`src/hw/lct_pkg.sv`:
```
package lct_pkg;

  // Register map, byte addresses on the 32-bit bus.
  localparam logic [7:0]  LCT_OFS_SET       = 8'hE0;
  localparam logic [7:0]  LCT_OFS_CLR       = 8'hE4;

  // Field positions inside the link control word.
  localparam int          LCT_BIT_SRC       = 22;
  localparam int          LCT_BIT_MASTER    = 21;
  localparam int          LCT_BIT_RUN       = 20;
  localparam int          LCT_BIT_PHY       = 10;
  localparam int          LCT_BIT_SELFID    = 9;
  localparam int          LCT_BIT_LOCK      = 6;

  // Reset values; the undefined bits are brought up as zero.
  localparam logic        LCT_RST_SRC       = 1'b0;
  localparam logic        LCT_RST_MASTER    = 1'b0;
  localparam logic        LCT_RST_RUN       = 1'b0;
  localparam logic [31:0] LCT_RST_DATA      = 32'h0000_0000;

  // Timing: the 24.576 MHz timer rate is made from aclk by a rate accumulator.
  localparam int          LCT_CLK_KHZ       = 40000;
  localparam int          LCT_TICK_KHZ      = 24576;
  localparam int          LCT_CYCLE_US      = 125;
  localparam int          LCT_ROLL_TICKS    = LCT_TICK_KHZ * LCT_CYCLE_US / 1000;
  localparam logic [11:0] LCT_OFFSET_LAST   = 12'(LCT_ROLL_TICKS - 1);
  localparam logic [15:0] LCT_ACC_STEP      = 16'(LCT_TICK_KHZ);
  localparam logic [15:0] LCT_ACC_MOD       = 16'(LCT_CLK_KHZ);

  // AXI4-Lite response codes.
  localparam logic [1:0]  LCT_RESP_OKAY     = 2'h0;
  localparam logic [1:0]  LCT_RESP_SLVERR   = 2'h2;

  // Software-visible control state of the link.
  typedef struct packed {
    logic rollover_origin_select;
    logic root_timing_master;
    logic timer_offset_run;
    logic accept_phy_packets;
    logic accept_selfid_packets;
    logic tag_one_filter_force;
  } lct_ctrl_s;

  localparam lct_ctrl_s   LCT_CTRL_RST      = '{LCT_RST_SRC, LCT_RST_MASTER, LCT_RST_RUN,
                                                1'b0, 1'b0, 1'b0};

endpackage

```
`src/hw/lct_top.sv`:
```
// Chosen here: register access over AXI4-Lite.
`timescale 1ns/1ps
`default_nettype none

module lct_top (
  input  wire logic                   aclk,
  input  wire logic                   aresetn,
  input  wire logic [7:0]             s_axi_awaddr,
  input  wire logic                   s_axi_awvalid,
  output logic                        s_axi_awready,
  input  wire logic [31:0]            s_axi_wdata,
  input  wire logic [3:0]             s_axi_wstrb,
  input  wire logic                   s_axi_wvalid,
  output logic                        s_axi_wready,
  output logic [1:0]                  s_axi_bresp,
  output logic                        s_axi_bvalid,
  input  wire logic                   s_axi_bready,
  input  wire logic [7:0]             s_axi_araddr,
  input  wire logic                   s_axi_arvalid,
  output logic                        s_axi_arready,
  output logic [31:0]                 s_axi_rdata,
  output logic [1:0]                  s_axi_rresp,
  output logic                        s_axi_rvalid,
  input  wire logic                   s_axi_rready,
  input  wire logic                   external_rollover_input,
  input  wire logic                   overlong_period_event,
  input  wire logic                   ar_request_enabled,
  input  wire logic                   rx_cycle_start,
  output lct_pkg::lct_ctrl_s          ctrl_out,
  output logic [11:0]                 cycle_offset,
  output logic                        cycle_rollover,
  output logic                        cycle_start_send,
  output logic                        phy_packet_accept,
  output logic                        selfid_packet_accept,
  output logic                        iso_tag_one_force
);
  import lct_pkg::*;

  ////////////////////////////////////////////////////////////////////////////
  // Bus slave state.

  logic        aw_got_ff;
  logic        nxt_aw_got;
  logic [7:0]  waddr_ff;
  logic [7:0]  nxt_waddr;
  logic        w_got_ff;
  logic        nxt_w_got;
  logic [31:0] wdata_ff;
  logic [31:0] nxt_wdata;
  logic [3:0]  wstrb_ff;
  logic [3:0]  nxt_wstrb;
  logic        awready_ff;
  logic        nxt_awready;
  logic        wready_ff;
  logic        nxt_wready;
  logic        bvalid_ff;
  logic        nxt_bvalid;
  logic [1:0]  bresp_ff;
  logic [1:0]  nxt_bresp;
  logic        arready_ff;
  logic        nxt_arready;
  logic        rvalid_ff;
  logic        nxt_rvalid;
  logic [31:0] rdata_ff;
  logic [31:0] nxt_rdata;
  logic [1:0]  rresp_ff;
  logic [1:0]  nxt_rresp;
  logic        wr_fire;
  logic [31:0] set_mask;
  logic [31:0] clr_mask;
  logic [31:0] lane_mask;
  logic [31:0] ctrl_word;

  lct_ctrl_s   ctrl_ff;
  lct_ctrl_s   nxt_ctrl;

  // Readback word; every bit not listed here stays zero.
  always_comb
  begin
    ctrl_word                 = LCT_RST_DATA;
    ctrl_word[LCT_BIT_SRC]    = ctrl_ff.rollover_origin_select;
    ctrl_word[LCT_BIT_MASTER] = ctrl_ff.root_timing_master;
    ctrl_word[LCT_BIT_RUN]    = ctrl_ff.timer_offset_run;
    ctrl_word[LCT_BIT_PHY]    = ctrl_ff.accept_phy_packets;
    ctrl_word[LCT_BIT_SELFID] = ctrl_ff.accept_selfid_packets;
    ctrl_word[LCT_BIT_LOCK]   = ctrl_ff.tag_one_filter_force;
  end

  // Write and read channels. Address and data are caught in either order and
  // the write lands one cycle after both are held, together with bvalid.
  always_comb
  begin
    nxt_aw_got  = aw_got_ff | (s_axi_awvalid & awready_ff);
    nxt_waddr   = (s_axi_awvalid & awready_ff) ? s_axi_awaddr : waddr_ff;
    nxt_w_got   = w_got_ff | (s_axi_wvalid & wready_ff);
    nxt_wdata   = (s_axi_wvalid & wready_ff) ? s_axi_wdata : wdata_ff;
    nxt_wstrb   = (s_axi_wvalid & wready_ff) ? s_axi_wstrb : wstrb_ff;
    nxt_bvalid  = bvalid_ff & ~s_axi_bready;
    nxt_bresp   = bresp_ff;
    wr_fire     = aw_got_ff & w_got_ff & ~bvalid_ff;
    if (wr_fire)
    begin
      nxt_aw_got = 1'b0;
      nxt_w_got  = 1'b0;
      nxt_bvalid = 1'b1;
      nxt_bresp  = (waddr_ff == LCT_OFS_SET || waddr_ff == LCT_OFS_CLR) ?
                   LCT_RESP_OKAY : LCT_RESP_SLVERR;
    end
    // Ready drops while a channel is held so only one write is in flight.
    nxt_awready = ~nxt_aw_got & ~nxt_bvalid;
    nxt_wready  = ~nxt_w_got & ~nxt_bvalid;

    nxt_rvalid  = rvalid_ff & ~s_axi_rready;
    nxt_rdata   = rdata_ff;
    nxt_rresp   = rresp_ff;
    if (s_axi_arvalid & arready_ff)
    begin
      nxt_rvalid = 1'b1;
      if (s_axi_araddr == LCT_OFS_SET || s_axi_araddr == LCT_OFS_CLR)
      begin
        nxt_rdata = ctrl_word;
        nxt_rresp = LCT_RESP_OKAY;
      end
      else
      begin
        nxt_rdata = LCT_RST_DATA;
        nxt_rresp = LCT_RESP_SLVERR;
      end
    end
    nxt_arready = ~nxt_rvalid;
  end

  // Byte lanes not strobed leave their bits alone.
  always_comb
  begin
    for (int i = 0; i < 4; i++)
    begin
      lane_mask[i*8 +: 8] = {8{wstrb_ff[i]}};
    end
    set_mask = (wr_fire && waddr_ff == LCT_OFS_SET) ? (wdata_ff & lane_mask) : '0;
    clr_mask = (wr_fire && waddr_ff == LCT_OFS_CLR) ? (wdata_ff & lane_mask) : '0;
  end

  always_ff @(posedge aclk)
  begin
    if (!aresetn)
    begin
      aw_got_ff  <= 1'b0;
      waddr_ff   <= 8'h00;
      w_got_ff   <= 1'b0;
      wdata_ff   <= 32'h0000_0000;
      wstrb_ff   <= 4'h0;
      awready_ff <= 1'b0;
      wready_ff  <= 1'b0;
      bvalid_ff  <= 1'b0;
      bresp_ff   <= LCT_RESP_OKAY;
      arready_ff <= 1'b0;
      rvalid_ff  <= 1'b0;
      rdata_ff   <= 32'h0000_0000;
      rresp_ff   <= LCT_RESP_OKAY;
    end
    else
    begin
      aw_got_ff  <= nxt_aw_got;
      waddr_ff   <= nxt_waddr;
      w_got_ff   <= nxt_w_got;
      wdata_ff   <= nxt_wdata;
      wstrb_ff   <= nxt_wstrb;
      awready_ff <= nxt_awready;
      wready_ff  <= nxt_wready;
      bvalid_ff  <= nxt_bvalid;
      bresp_ff   <= nxt_bresp;
      arready_ff <= nxt_arready;
      rvalid_ff  <= nxt_rvalid;
      rdata_ff   <= nxt_rdata;
      rresp_ff   <= nxt_rresp;
    end
  end

  ////////////////////////////////////////////////////////////////////////////
  // Control register.

  logic overlong_prev_ff;
  logic nxt_overlong_prev;

  // The master bit may not come back while the event flag is still high, so
  // a software set and a hardware clear can never fight in one cycle.
  always_comb
  begin
    nxt_overlong_prev = overlong_period_event;
    nxt_ctrl          = ctrl_ff;
    nxt_ctrl.rollover_origin_select =
      (ctrl_ff.rollover_origin_select | set_mask[LCT_BIT_SRC]) & ~clr_mask[LCT_BIT_SRC];
    nxt_ctrl.timer_offset_run =
      (ctrl_ff.timer_offset_run | set_mask[LCT_BIT_RUN]) & ~clr_mask[LCT_BIT_RUN];
    nxt_ctrl.accept_phy_packets =
      (ctrl_ff.accept_phy_packets | set_mask[LCT_BIT_PHY]) & ~clr_mask[LCT_BIT_PHY];
    nxt_ctrl.accept_selfid_packets =
      (ctrl_ff.accept_selfid_packets | set_mask[LCT_BIT_SELFID]) & ~clr_mask[LCT_BIT_SELFID];
    nxt_ctrl.tag_one_filter_force =
      ctrl_ff.tag_one_filter_force | set_mask[LCT_BIT_LOCK];
    nxt_ctrl.root_timing_master =
      (ctrl_ff.root_timing_master | (set_mask[LCT_BIT_MASTER] & ~overlong_period_event))
      & ~clr_mask[LCT_BIT_MASTER]
      & ~(overlong_period_event & ~overlong_prev_ff);
  end

  always_ff @(posedge aclk)
  begin
    if (!aresetn)
    begin
      ctrl_ff          <= LCT_CTRL_RST;
      overlong_prev_ff <= 1'b0;
    end
    else
    begin
      ctrl_ff          <= nxt_ctrl;
      overlong_prev_ff <= nxt_overlong_prev;
    end
  end

  ////////////////////////////////////////////////////////////////////////////
  // Cycle timer.

  logic        ext_sync1_ff;
  logic        ext_sync2_ff;
  logic        ext_prev_ff;
  logic [15:0] acc_ff;
  logic [15:0] nxt_acc;
  logic [16:0] acc_sum;
  logic        tick;
  logic [11:0] offset_ff;
  logic [11:0] nxt_offset;
  logic        roll_ff;
  logic        nxt_roll;
  logic        start_ff;
  logic        nxt_start;
  logic        ext_edge;

  // Rate accumulator gives 24576 ticks per 40000 clocks, so one 125 us cycle
  // holds exactly 3072 ticks without a second clock domain.
  always_comb
  begin
    acc_sum = {1'b0, acc_ff} + {1'b0, LCT_ACC_STEP};
    tick    = (acc_sum >= {1'b0, LCT_ACC_MOD});
    nxt_acc = tick ? 16'(acc_sum - {1'b0, LCT_ACC_MOD}) : acc_sum[15:0];
  end

  // Offset counting and rollover selection.
  always_comb
  begin
    ext_edge   = ext_sync2_ff & ~ext_prev_ff;
    nxt_offset = offset_ff;
    nxt_roll   = 1'b0;
    if (ctrl_ff.timer_offset_run)
    begin
      if (ctrl_ff.rollover_origin_select)
      begin
        if (ext_edge)
        begin
          nxt_offset = 12'h000;
          nxt_roll   = 1'b1;
        end
        else if (tick)
        begin
          nxt_offset = offset_ff + 12'h001;
        end
      end
      else if (tick)
      begin
        if (offset_ff >= LCT_OFFSET_LAST)
        begin
          nxt_offset = 12'h000;
          nxt_roll   = 1'b1;
        end
        else
        begin
          nxt_offset = offset_ff + 12'h001;
        end
      end
    end
    // A follower realigns its offset to the sender of cycle starts.
    if (!ctrl_ff.root_timing_master && rx_cycle_start)
    begin
      nxt_offset = 12'h000;
    end
    nxt_start = nxt_roll & ctrl_ff.root_timing_master;
  end

  always_ff @(posedge aclk)
  begin
    if (!aresetn)
    begin
      ext_sync1_ff <= 1'b0;
      ext_sync2_ff <= 1'b0;
      ext_prev_ff  <= 1'b0;
      acc_ff       <= 16'h0000;
      offset_ff    <= 12'h000;
      roll_ff      <= 1'b0;
      start_ff     <= 1'b0;
    end
    else
    begin
      ext_sync1_ff <= external_rollover_input;
      ext_sync2_ff <= ext_sync1_ff;
      ext_prev_ff  <= ext_sync2_ff;
      acc_ff       <= nxt_acc;
      offset_ff    <= nxt_offset;
      roll_ff      <= nxt_roll;
      start_ff     <= nxt_start;
    end
  end

  ////////////////////////////////////////////////////////////////////////////
  // Receive gating, registered so every output leaves a flip-flop.

  logic phy_acc_ff;
  logic selfid_acc_ff;

  always_ff @(posedge aclk)
  begin
    if (!aresetn)
    begin
      phy_acc_ff    <= 1'b0;
      selfid_acc_ff <= 1'b0;
    end
    else
    begin
      phy_acc_ff    <= ctrl_ff.accept_phy_packets & ar_request_enabled;
      selfid_acc_ff <= ctrl_ff.accept_selfid_packets;
    end
  end

  // Outputs; the force level overrides each context's own filter bit when
  // high and leaves it to software when low.
  assign s_axi_awready        = awready_ff;
  assign s_axi_wready         = wready_ff;
  assign s_axi_bvalid         = bvalid_ff;
  assign s_axi_bresp          = bresp_ff;
  assign s_axi_arready        = arready_ff;
  assign s_axi_rvalid         = rvalid_ff;
  assign s_axi_rdata          = rdata_ff;
  assign s_axi_rresp          = rresp_ff;
  assign ctrl_out             = ctrl_ff;
  assign cycle_offset         = offset_ff;
  assign cycle_rollover       = roll_ff;
  assign cycle_start_send     = start_ff;
  assign phy_packet_accept    = phy_acc_ff;
  assign selfid_packet_accept = selfid_acc_ff;
  assign iso_tag_one_force    = ctrl_ff.tag_one_filter_force;

endmodule // lct_top

`default_nettype wire

```
`config.mk`:
```
export PLATFORM = sky130hd
export DESIGN_NAME = lct_top
export DESIGN_NICKNAME = d
export VERILOG_FILES = /design/src/hw/lct_pkg.sv /design/src/hw/lct_top.sv
export SDC_FILE = /design/constraint.sdc
export NUM_CORES = 1
export LEC_CHECK = 0
export ABC_CLOCK_PERIOD_IN_PS = 2200
export BUFFER_PORTS_ARGS = -buffer_cell sky130_fd_sc_hd__buf_2
export CORE_MARGIN = 5
export CORE_UTILIZATION = 44
export DETAILED_ROUTE_END_ITERATION = 10
export PLACE_DENSITY = 0.76
export SLEW_MARGIN = 20
export SYNTH_ARGS = -nofsm -noshare
export SYNTH_HDL_FRONTEND = slang
export SYNTH_SLANG_ARGS = --single-unit
```
`constraint.sdc`:
```
create_clock -name aclk -period 2.2 [get_ports aclk]
set_clock_uncertainty 0.1 [all_clocks]
set_input_delay 0.22 -clock aclk [delete_from_list [all_inputs] [get_ports aclk]]
set_output_delay 0.22 -clock aclk [all_outputs]
set_load 0.01 [all_outputs]
```
==> results.yml, run 1 <==
outcome:
  status: "completed"
routing:
  top_layer: "met4"
  drc: 0
  wl_met3_um: 526
  wl_met1_um: 3243
  routed_wirelength_um: 7532
  wl_per_cell_um: 13.60
  dr.pass1.iters: 4
  ant_nets: 0
  drt_first_iter_violations: 105
  wl_met2_um: 3615
  num_vias: 2849
  routed_via_density: 5.143
grt:
  overflow: 0
  antenna_found_initial: 0
  grt_pass1_wl_um: 12500
  grtUsageTotal_pct: 15.69
  grt_pass1_vias: 2709
  grt_max_degree: 60
setup_path:
  r2r-start: "acc_ff[13]"
  crit_required_ns: 2.34
  r2r_cells: 7
  start_kind: "flop"
  endpoint_kind: "flop"
  crit_type: "flop to flop"
  cp_cell_sequence: "inv_1, ha_1, nand3_1, o31a_2, o21a_4, or3_1, and3_1"
  worstPathArrival_ns: 2.21
  slowest_delay_ns: 0.34
  cpMaxStageDelayCell: "dfxtp_1"
  rrSetupSlack_ns: 0.13
  critPathMaxFanout: 9
  r2r-end: "acc_ff[13]"
layout:
  nets: 520
  final_util_pct: 54.31
  regArea_mm2: 0.001361
  fill_cells: 678
  multi_input_area_mm2: 0.001754
  syn_to_final_growth_pct: 19.30
  drive_gt1_share_pct: 25.71
  antennaDiodeCount: 0
sta:
  finalHoldViolCount: 0
  max_slew_margin_pct: 40.25
  max_freq_ghz: 0.4826
  setup_violations: 0
  fin_crit_sh_pct: 94.18
  setup_slack_ns: 0.1281
  tightest_slew_ns: 0.8869
  fin_setup_tns_ns: 0
  period_needed_ns: 2.072
  rsz0062_at_grt: "no"
  drv_slew: 0
floorplanning:
  dieArea_mm2: 0.009381
  rows: 31
  die_x_um: 96.86
  die_y_um: 96.86
  initial_utilization_pct: 45.52
  io_pins: 127
  core-area_mm2: 0.007292
synth:
  yosysSeqAreaShare_pct: 41.01
  synth_cells: 373
  ys_ff_latch: 68
  netlist_area_mm2: 0.003319
  yosysWarnings: 0
  postSynthAreaPerCell_um2: 8.899
  async_flop_share_pct: 0
  ys_types: 60
  synth_edf_count: 0
  synth_flop_cell: "dfxtp_1"
min_path:
  min-delay-start: "s_axi_awaddr[4]"
  hold_end: "waddr_ff[4]"
  hold_class: "primary input to flop"
  worstHoldPathCells: 3
power_and_ir_drop:
  total_power_w: 0.003530
  p_per_area_mw_per_mm2: 891.3
  ir_worst_vdd_mv: 0.3095
  p_leak_nw: 1.813
clock_tree:
  path_clk_slew_ns: 0.07
  ctsLongestPathBuffers: 2
  clock_latency_ns: 0.34
  cts_tree: "done"
  cts_buffers: 9
  root_buffer: "clkbuf_8"
  h-tree-depth: 3
  clkSinkCount: 68
placed_design:
  port-buffer-count: 70
  place_hpwl_um: 5281
  place_congestion: 0.8286
  place_ws_ns: 0.04844
run:
  drv_cap: 0
-- worst max-delay path: cells and delay by family, from the launching register on --
kind                     cells  cell delay, ns
buffers and inverters        1            0.06
AND/OR/NAND/NOR              3            0.57
adder cells (fa/ha/maj)      1            0.31
flip-flops                   1            0.34
AO/OA/AOI/OAI                2            0.59
-- cells in the final DEF (no fill, tap or decap), types with 3 or more instances in the layout --
cell,Yosys,final
ha_1,6,6
dfxtp_1,68,68
conb_1,1,28
mux2i_1,10,10
nor3_1,7,7
and2_1,13,13
buf_4,29,11
o21a_1,6,5
a21boi_0,20,20
nand2b_1,7,7
nor2b_1,5,5
nor2_1,16,15
and3_1,9,9
nand2_1,62,62
o211ai_1,3,3
inv_1,12,12
buf_2,1,70
a41oi_1,5,5
nor4_2,1,3
nand3_1,13,13
o211a_1,4,4
a21oi_1,4,4
a22oi_1,5,5
clkbuf_8,0,9
o21ai_0,7,7
dlygate4sd3_1,0,3
-- registers in the layout (all words and copies together), names as in the netlist, 3 cells and up --
name,cells
cycle_offset,12
acc_ff,10
waddr_ff,8
s_axi_rdata,6
wdata_ff,6
ctrl_out,5
wstrb_ff,3
-- through the flow --
stage | cell area [um^2] | cells | hold WS (ns)
after floorplan | 3421 | 400 | 0.2417
after global placement | 3672 | 534 | 0.3260
after detailed placement | 3672 | 534 | 0.3230
after CTS | 3915 | 552 | 0.01243
after global routing | 3960 | 554 | 0.01259
final | 3960 | 554 | 0.02240
-- layout make-up --
cell class / count / share of cell area (%)
Inverter: 12 / 1.137
Tap cell: 99 / 3.128
Sequential cell: 68 / 34.38
Clock inverter: 6 / 2.243
Timing Repair Buffer: 84 / 11.69
Clock buffer: 9 / 3.128
Multi-Input combinational cell: 276 / 44.30
-- worst max-delay path by stage --
stage                    start  cells past startpoint          endpoint
floorplan           acc_ff[13]                      8  cycle_offset[11]
global placement    acc_ff[13]                      7        acc_ff[13]
detailed placement  acc_ff[14]                      8   cycle_offset[5]
CTS                 acc_ff[14]                      7   cycle_offset[1]
global route        acc_ff[14]                      8  cycle_offset[11]
finish              acc_ff[13]                      7        acc_ff[13]
-- synth_stat cells (2+ instances only) --
cell type	n	share of area, %
a21oi_1	4	0.60
buf_6	2	0.68
inv_1	12	1.4
ha_1	6	2.3
o22ai_1	2	0.38
o211a_1	4	1.2
or2_1	2	0.38
and2_1	13	2.5
a211oi_1	2	0.45
nor3b_1	2	0.45
nor2b_1	5	0.94
a21boi_0	20	4.5
and4_1	2	0.53
or3_1	2	0.38
nand2b_1	7	1.3
o221a_2	2	0.68
o211ai_1	3	0.68
buf_4	29	6.6
nand2_1	62	7.0
nor3_1	7	1.1
o32ai_2	2	0.98
nor4_1	3	0.57
nand3_1	13	2.0
clkbuf_1	12	1.4
o21ai_0	7	1.1
o21a_1	6	1.4
and3_1	9	1.7
a22oi_1	5	1.1
mux2i_1	10	3.0
dfxtp_1	68	41
a41o_1	2	0.60
a41oi_1	5	1.3
nor2_1	16	1.8
-- power breakdown --
group / leakage, nW / switching (W) / internal, W
logic: 1.16 / 0.000548 / 0.000444
clock network: 0.102 / 0.000483 / 0.000633
registers: 0.554 / 0.0000919 / 0.00133
total: 1.81 / 0.00112 / 0.00241
-- cells by family after synthesis --
kind of cell | after synthesis | synth area share (%)
AND/OR/NAND/NOR | 155 | 24.27
multiplexers | 11 | 3.355
flip-flops | 68 | 41.01
other | 1 | 0.1130
adder cells (fa/ha/maj) | 6 | 2.262
buffers and inverters | 56 | 10.10
AO/OA/AOI/OAI | 75 | 18.62
XOR/XNOR | 1 | 0.2639
-- layer usage --
layer	GRT usage (%)	vias to the layer above
met4	5.616	0
met1	18.35	1329
met5	0	-
met3	4.604	16
li1	-	1403
met2	27.12	101
-- timing repair --
action,in CTS,in global routing
buffers inserted,0,2
endpoints found under the hold margin,3,0
hold buffers,3,0
endpoints found under the setup margin,0,14
gates resized for setup,0,6
No activity file was read; power rests on OpenSTA's default activity.
==> run 2, diff against run 1 <==
ABC_CLOCK_PERIOD_IN_PS = 1700   (was 2200)
clock period = 1.7 ns   (was 2.2 ns; I/O delays follow)
==> run 2 against run 1 <==
Net effect: the run now ends with negative setup slack left; global-route usage up 2.7 points; non-clock buffer count up 61; hold slack about the same; critical endpoint unchanged; highest routed layer unchanged.
==> results.yml, run 2 (synthesized netlist as in run 1, its figures left out) <==
grt:
  overflow: 0
  grtUsageTotal_pct: 18.36
  grt_max_degree: 58
  antenna_found_initial: 0
  grt_pass1_wl_um: 14380
  grt_pass1_vias: 3024
sta:
  max_slew_margin_pct: 60.54
  tightest_slew_ns: 0.5897
  period_needed_ns: 2.010
  drv_slew: 0
  fin_crit_sh_pct: 118.2
  setup_slack_ns: -0.3098
  setup_violations: 24
  max_freq_ghz: 0.4976
  finalHoldViolCount: 0
  rsz0062_at_grt: "yes"
setup_path:
  endpoint_kind: "flop"
  critPathMaxFanout: 4
  worstPathArrival_ns: 2.13
  start_kind: "flop"
  crit_type: "flop to flop"
  crit_required_ns: 1.83
routing:
  routed_wirelength_um: 8666
  wl_per_cell_um: 14.09
  dr.pass1.iters: 4
  routed_via_density: 4.914
  num_vias: 3022
  drc: 0
  drt_first_iter_violations: 114
  ant_nets: 0
clock_tree:
  clock_latency_ns: 0.33
  cts_buffers: 9
  path_clk_slew_ns: 0.07
  ctsLongestPathBuffers: 2
  clkSinkCount: 68
  cts_tree: "done"
  h-tree-depth: 3
  root_buffer: "clkbuf_8"
floorplanning:
  rows: 31
  die_x_um: 96.86
  die_y_um: 96.86
  io_pins: 127
  initial_utilization_pct: 45.52
  dieArea_mm2: 0.009381
  core-area_mm2: 0.007292
layout:
  regArea_mm2: 0.001370
  drive_gt1_share_pct: 36.63
  final_common_cell: "buf_2"
  final_util_pct: 63.76
  syn_to_final_growth_pct: 40.07
  nets: 581
  fill_cells: 615
  layout_common_cells: "buf_2, dfxtp_1, nand2_1"
  multi_input_area_mm2: 0.001908
  design_area_mm2: 0.004649
  antennaDiodeCount: 0
  largest_reg_flops: 12
placed_design:
  place_hpwl_um: 6025
  place_area_mm2: 0.004075
  port-buffer-count: 70
  place_congestion: 0.8978
power_and_ir_drop:
  total_power_w: 0.005330
  p_leak_nw: 2.157
  ir_worst_vdd_mv: 0.5162
  p_per_area_mw_per_mm2: 1146
run:
  drv_cap: 0
outcome:
  status: "finished with violations"
  violations: "negative setup slack"
min_path:
  hold_class: "primary input to flop"
-- run 2: metrics by stage --
| stage | setup WS (ns) | cells | hold slack [ns] | TNS, ns |
|---|---|---|---|---|
| 4_1_cts | -0.3358 | 613 | 0.006513 | -5.739 |
| 3_5_place_dp | -0.3429 | 575 | 0.2960 | -5.763 |
| 6_report | -0.3098 | 615 | 0.02218 | -5.503 |
| 2_1_floorplan | -0.2343 | 400 | 0.1917 | -3.887 |
| 5_1_grt | -0.3532 | 615 | 0.01726 | -6.679 |
| 3_3_place_gp | -0.2685 | 575 | 0.3003 | -4.911 |
-- run 2: repair_timing --
action                                  in CTS  in global routing
hold buffers                                18                  0
pin swaps                                   13                 10
hold endpoints to repair                    18                  0
endpoints found under the setup margin      24                 25
resized for setup                           23                  8
setup buffers                                5                  2
-- run 2: final timing paths --
check,slack [ns],from,end,cells after the start
worst max-delay path,-0.31,acc_ff[13],acc_ff[13],7
worst min-delay path,0.02,s_axi_awaddr[2],waddr_ff[2],3
worst max register to register,-0.31,acc_ff[13],acc_ff[13],7
worst min register to register,0.34,ext_sync1_ff,ext_sync2_ff,1
-- run 2: where the power goes --
group | internal (W) | switching (W)
logic | 0.00106 | 0.00104
registers | 0.00173 | 0.000103
clock network | 0.000800 | 0.000600
total | 0.00359 | 0.00174
-- run 2: cell type report --
class / instances / area share, %
Inverter: 12 / 1.023
Tap cell: 99 / 2.664
Clock inverter: 3 / 0.9419
Timing Repair Buffer: 145 / 21.29
Multi-Input combinational cell: 276 / 41.04
Sequential cell: 68 / 29.47
Clock buffer: 12 / 3.579
-- run 2: critical path, stage by stage (launching register included) --
cell     delay [ns]
dfxtp_4        0.36
inv_4          0.04
ha_4           0.26
nand3_2        0.06
o31a_4         0.36
o21a_4         0.22
or3_1          0.35
and3_1         0.16
-- run 2: per-layer routing --
metal	part of all wire (%)	track usage [%]
met1	44	21.92
met2	49	30.79
met3	4.9	4.892
met4	2.1	8.207
met5	0	0
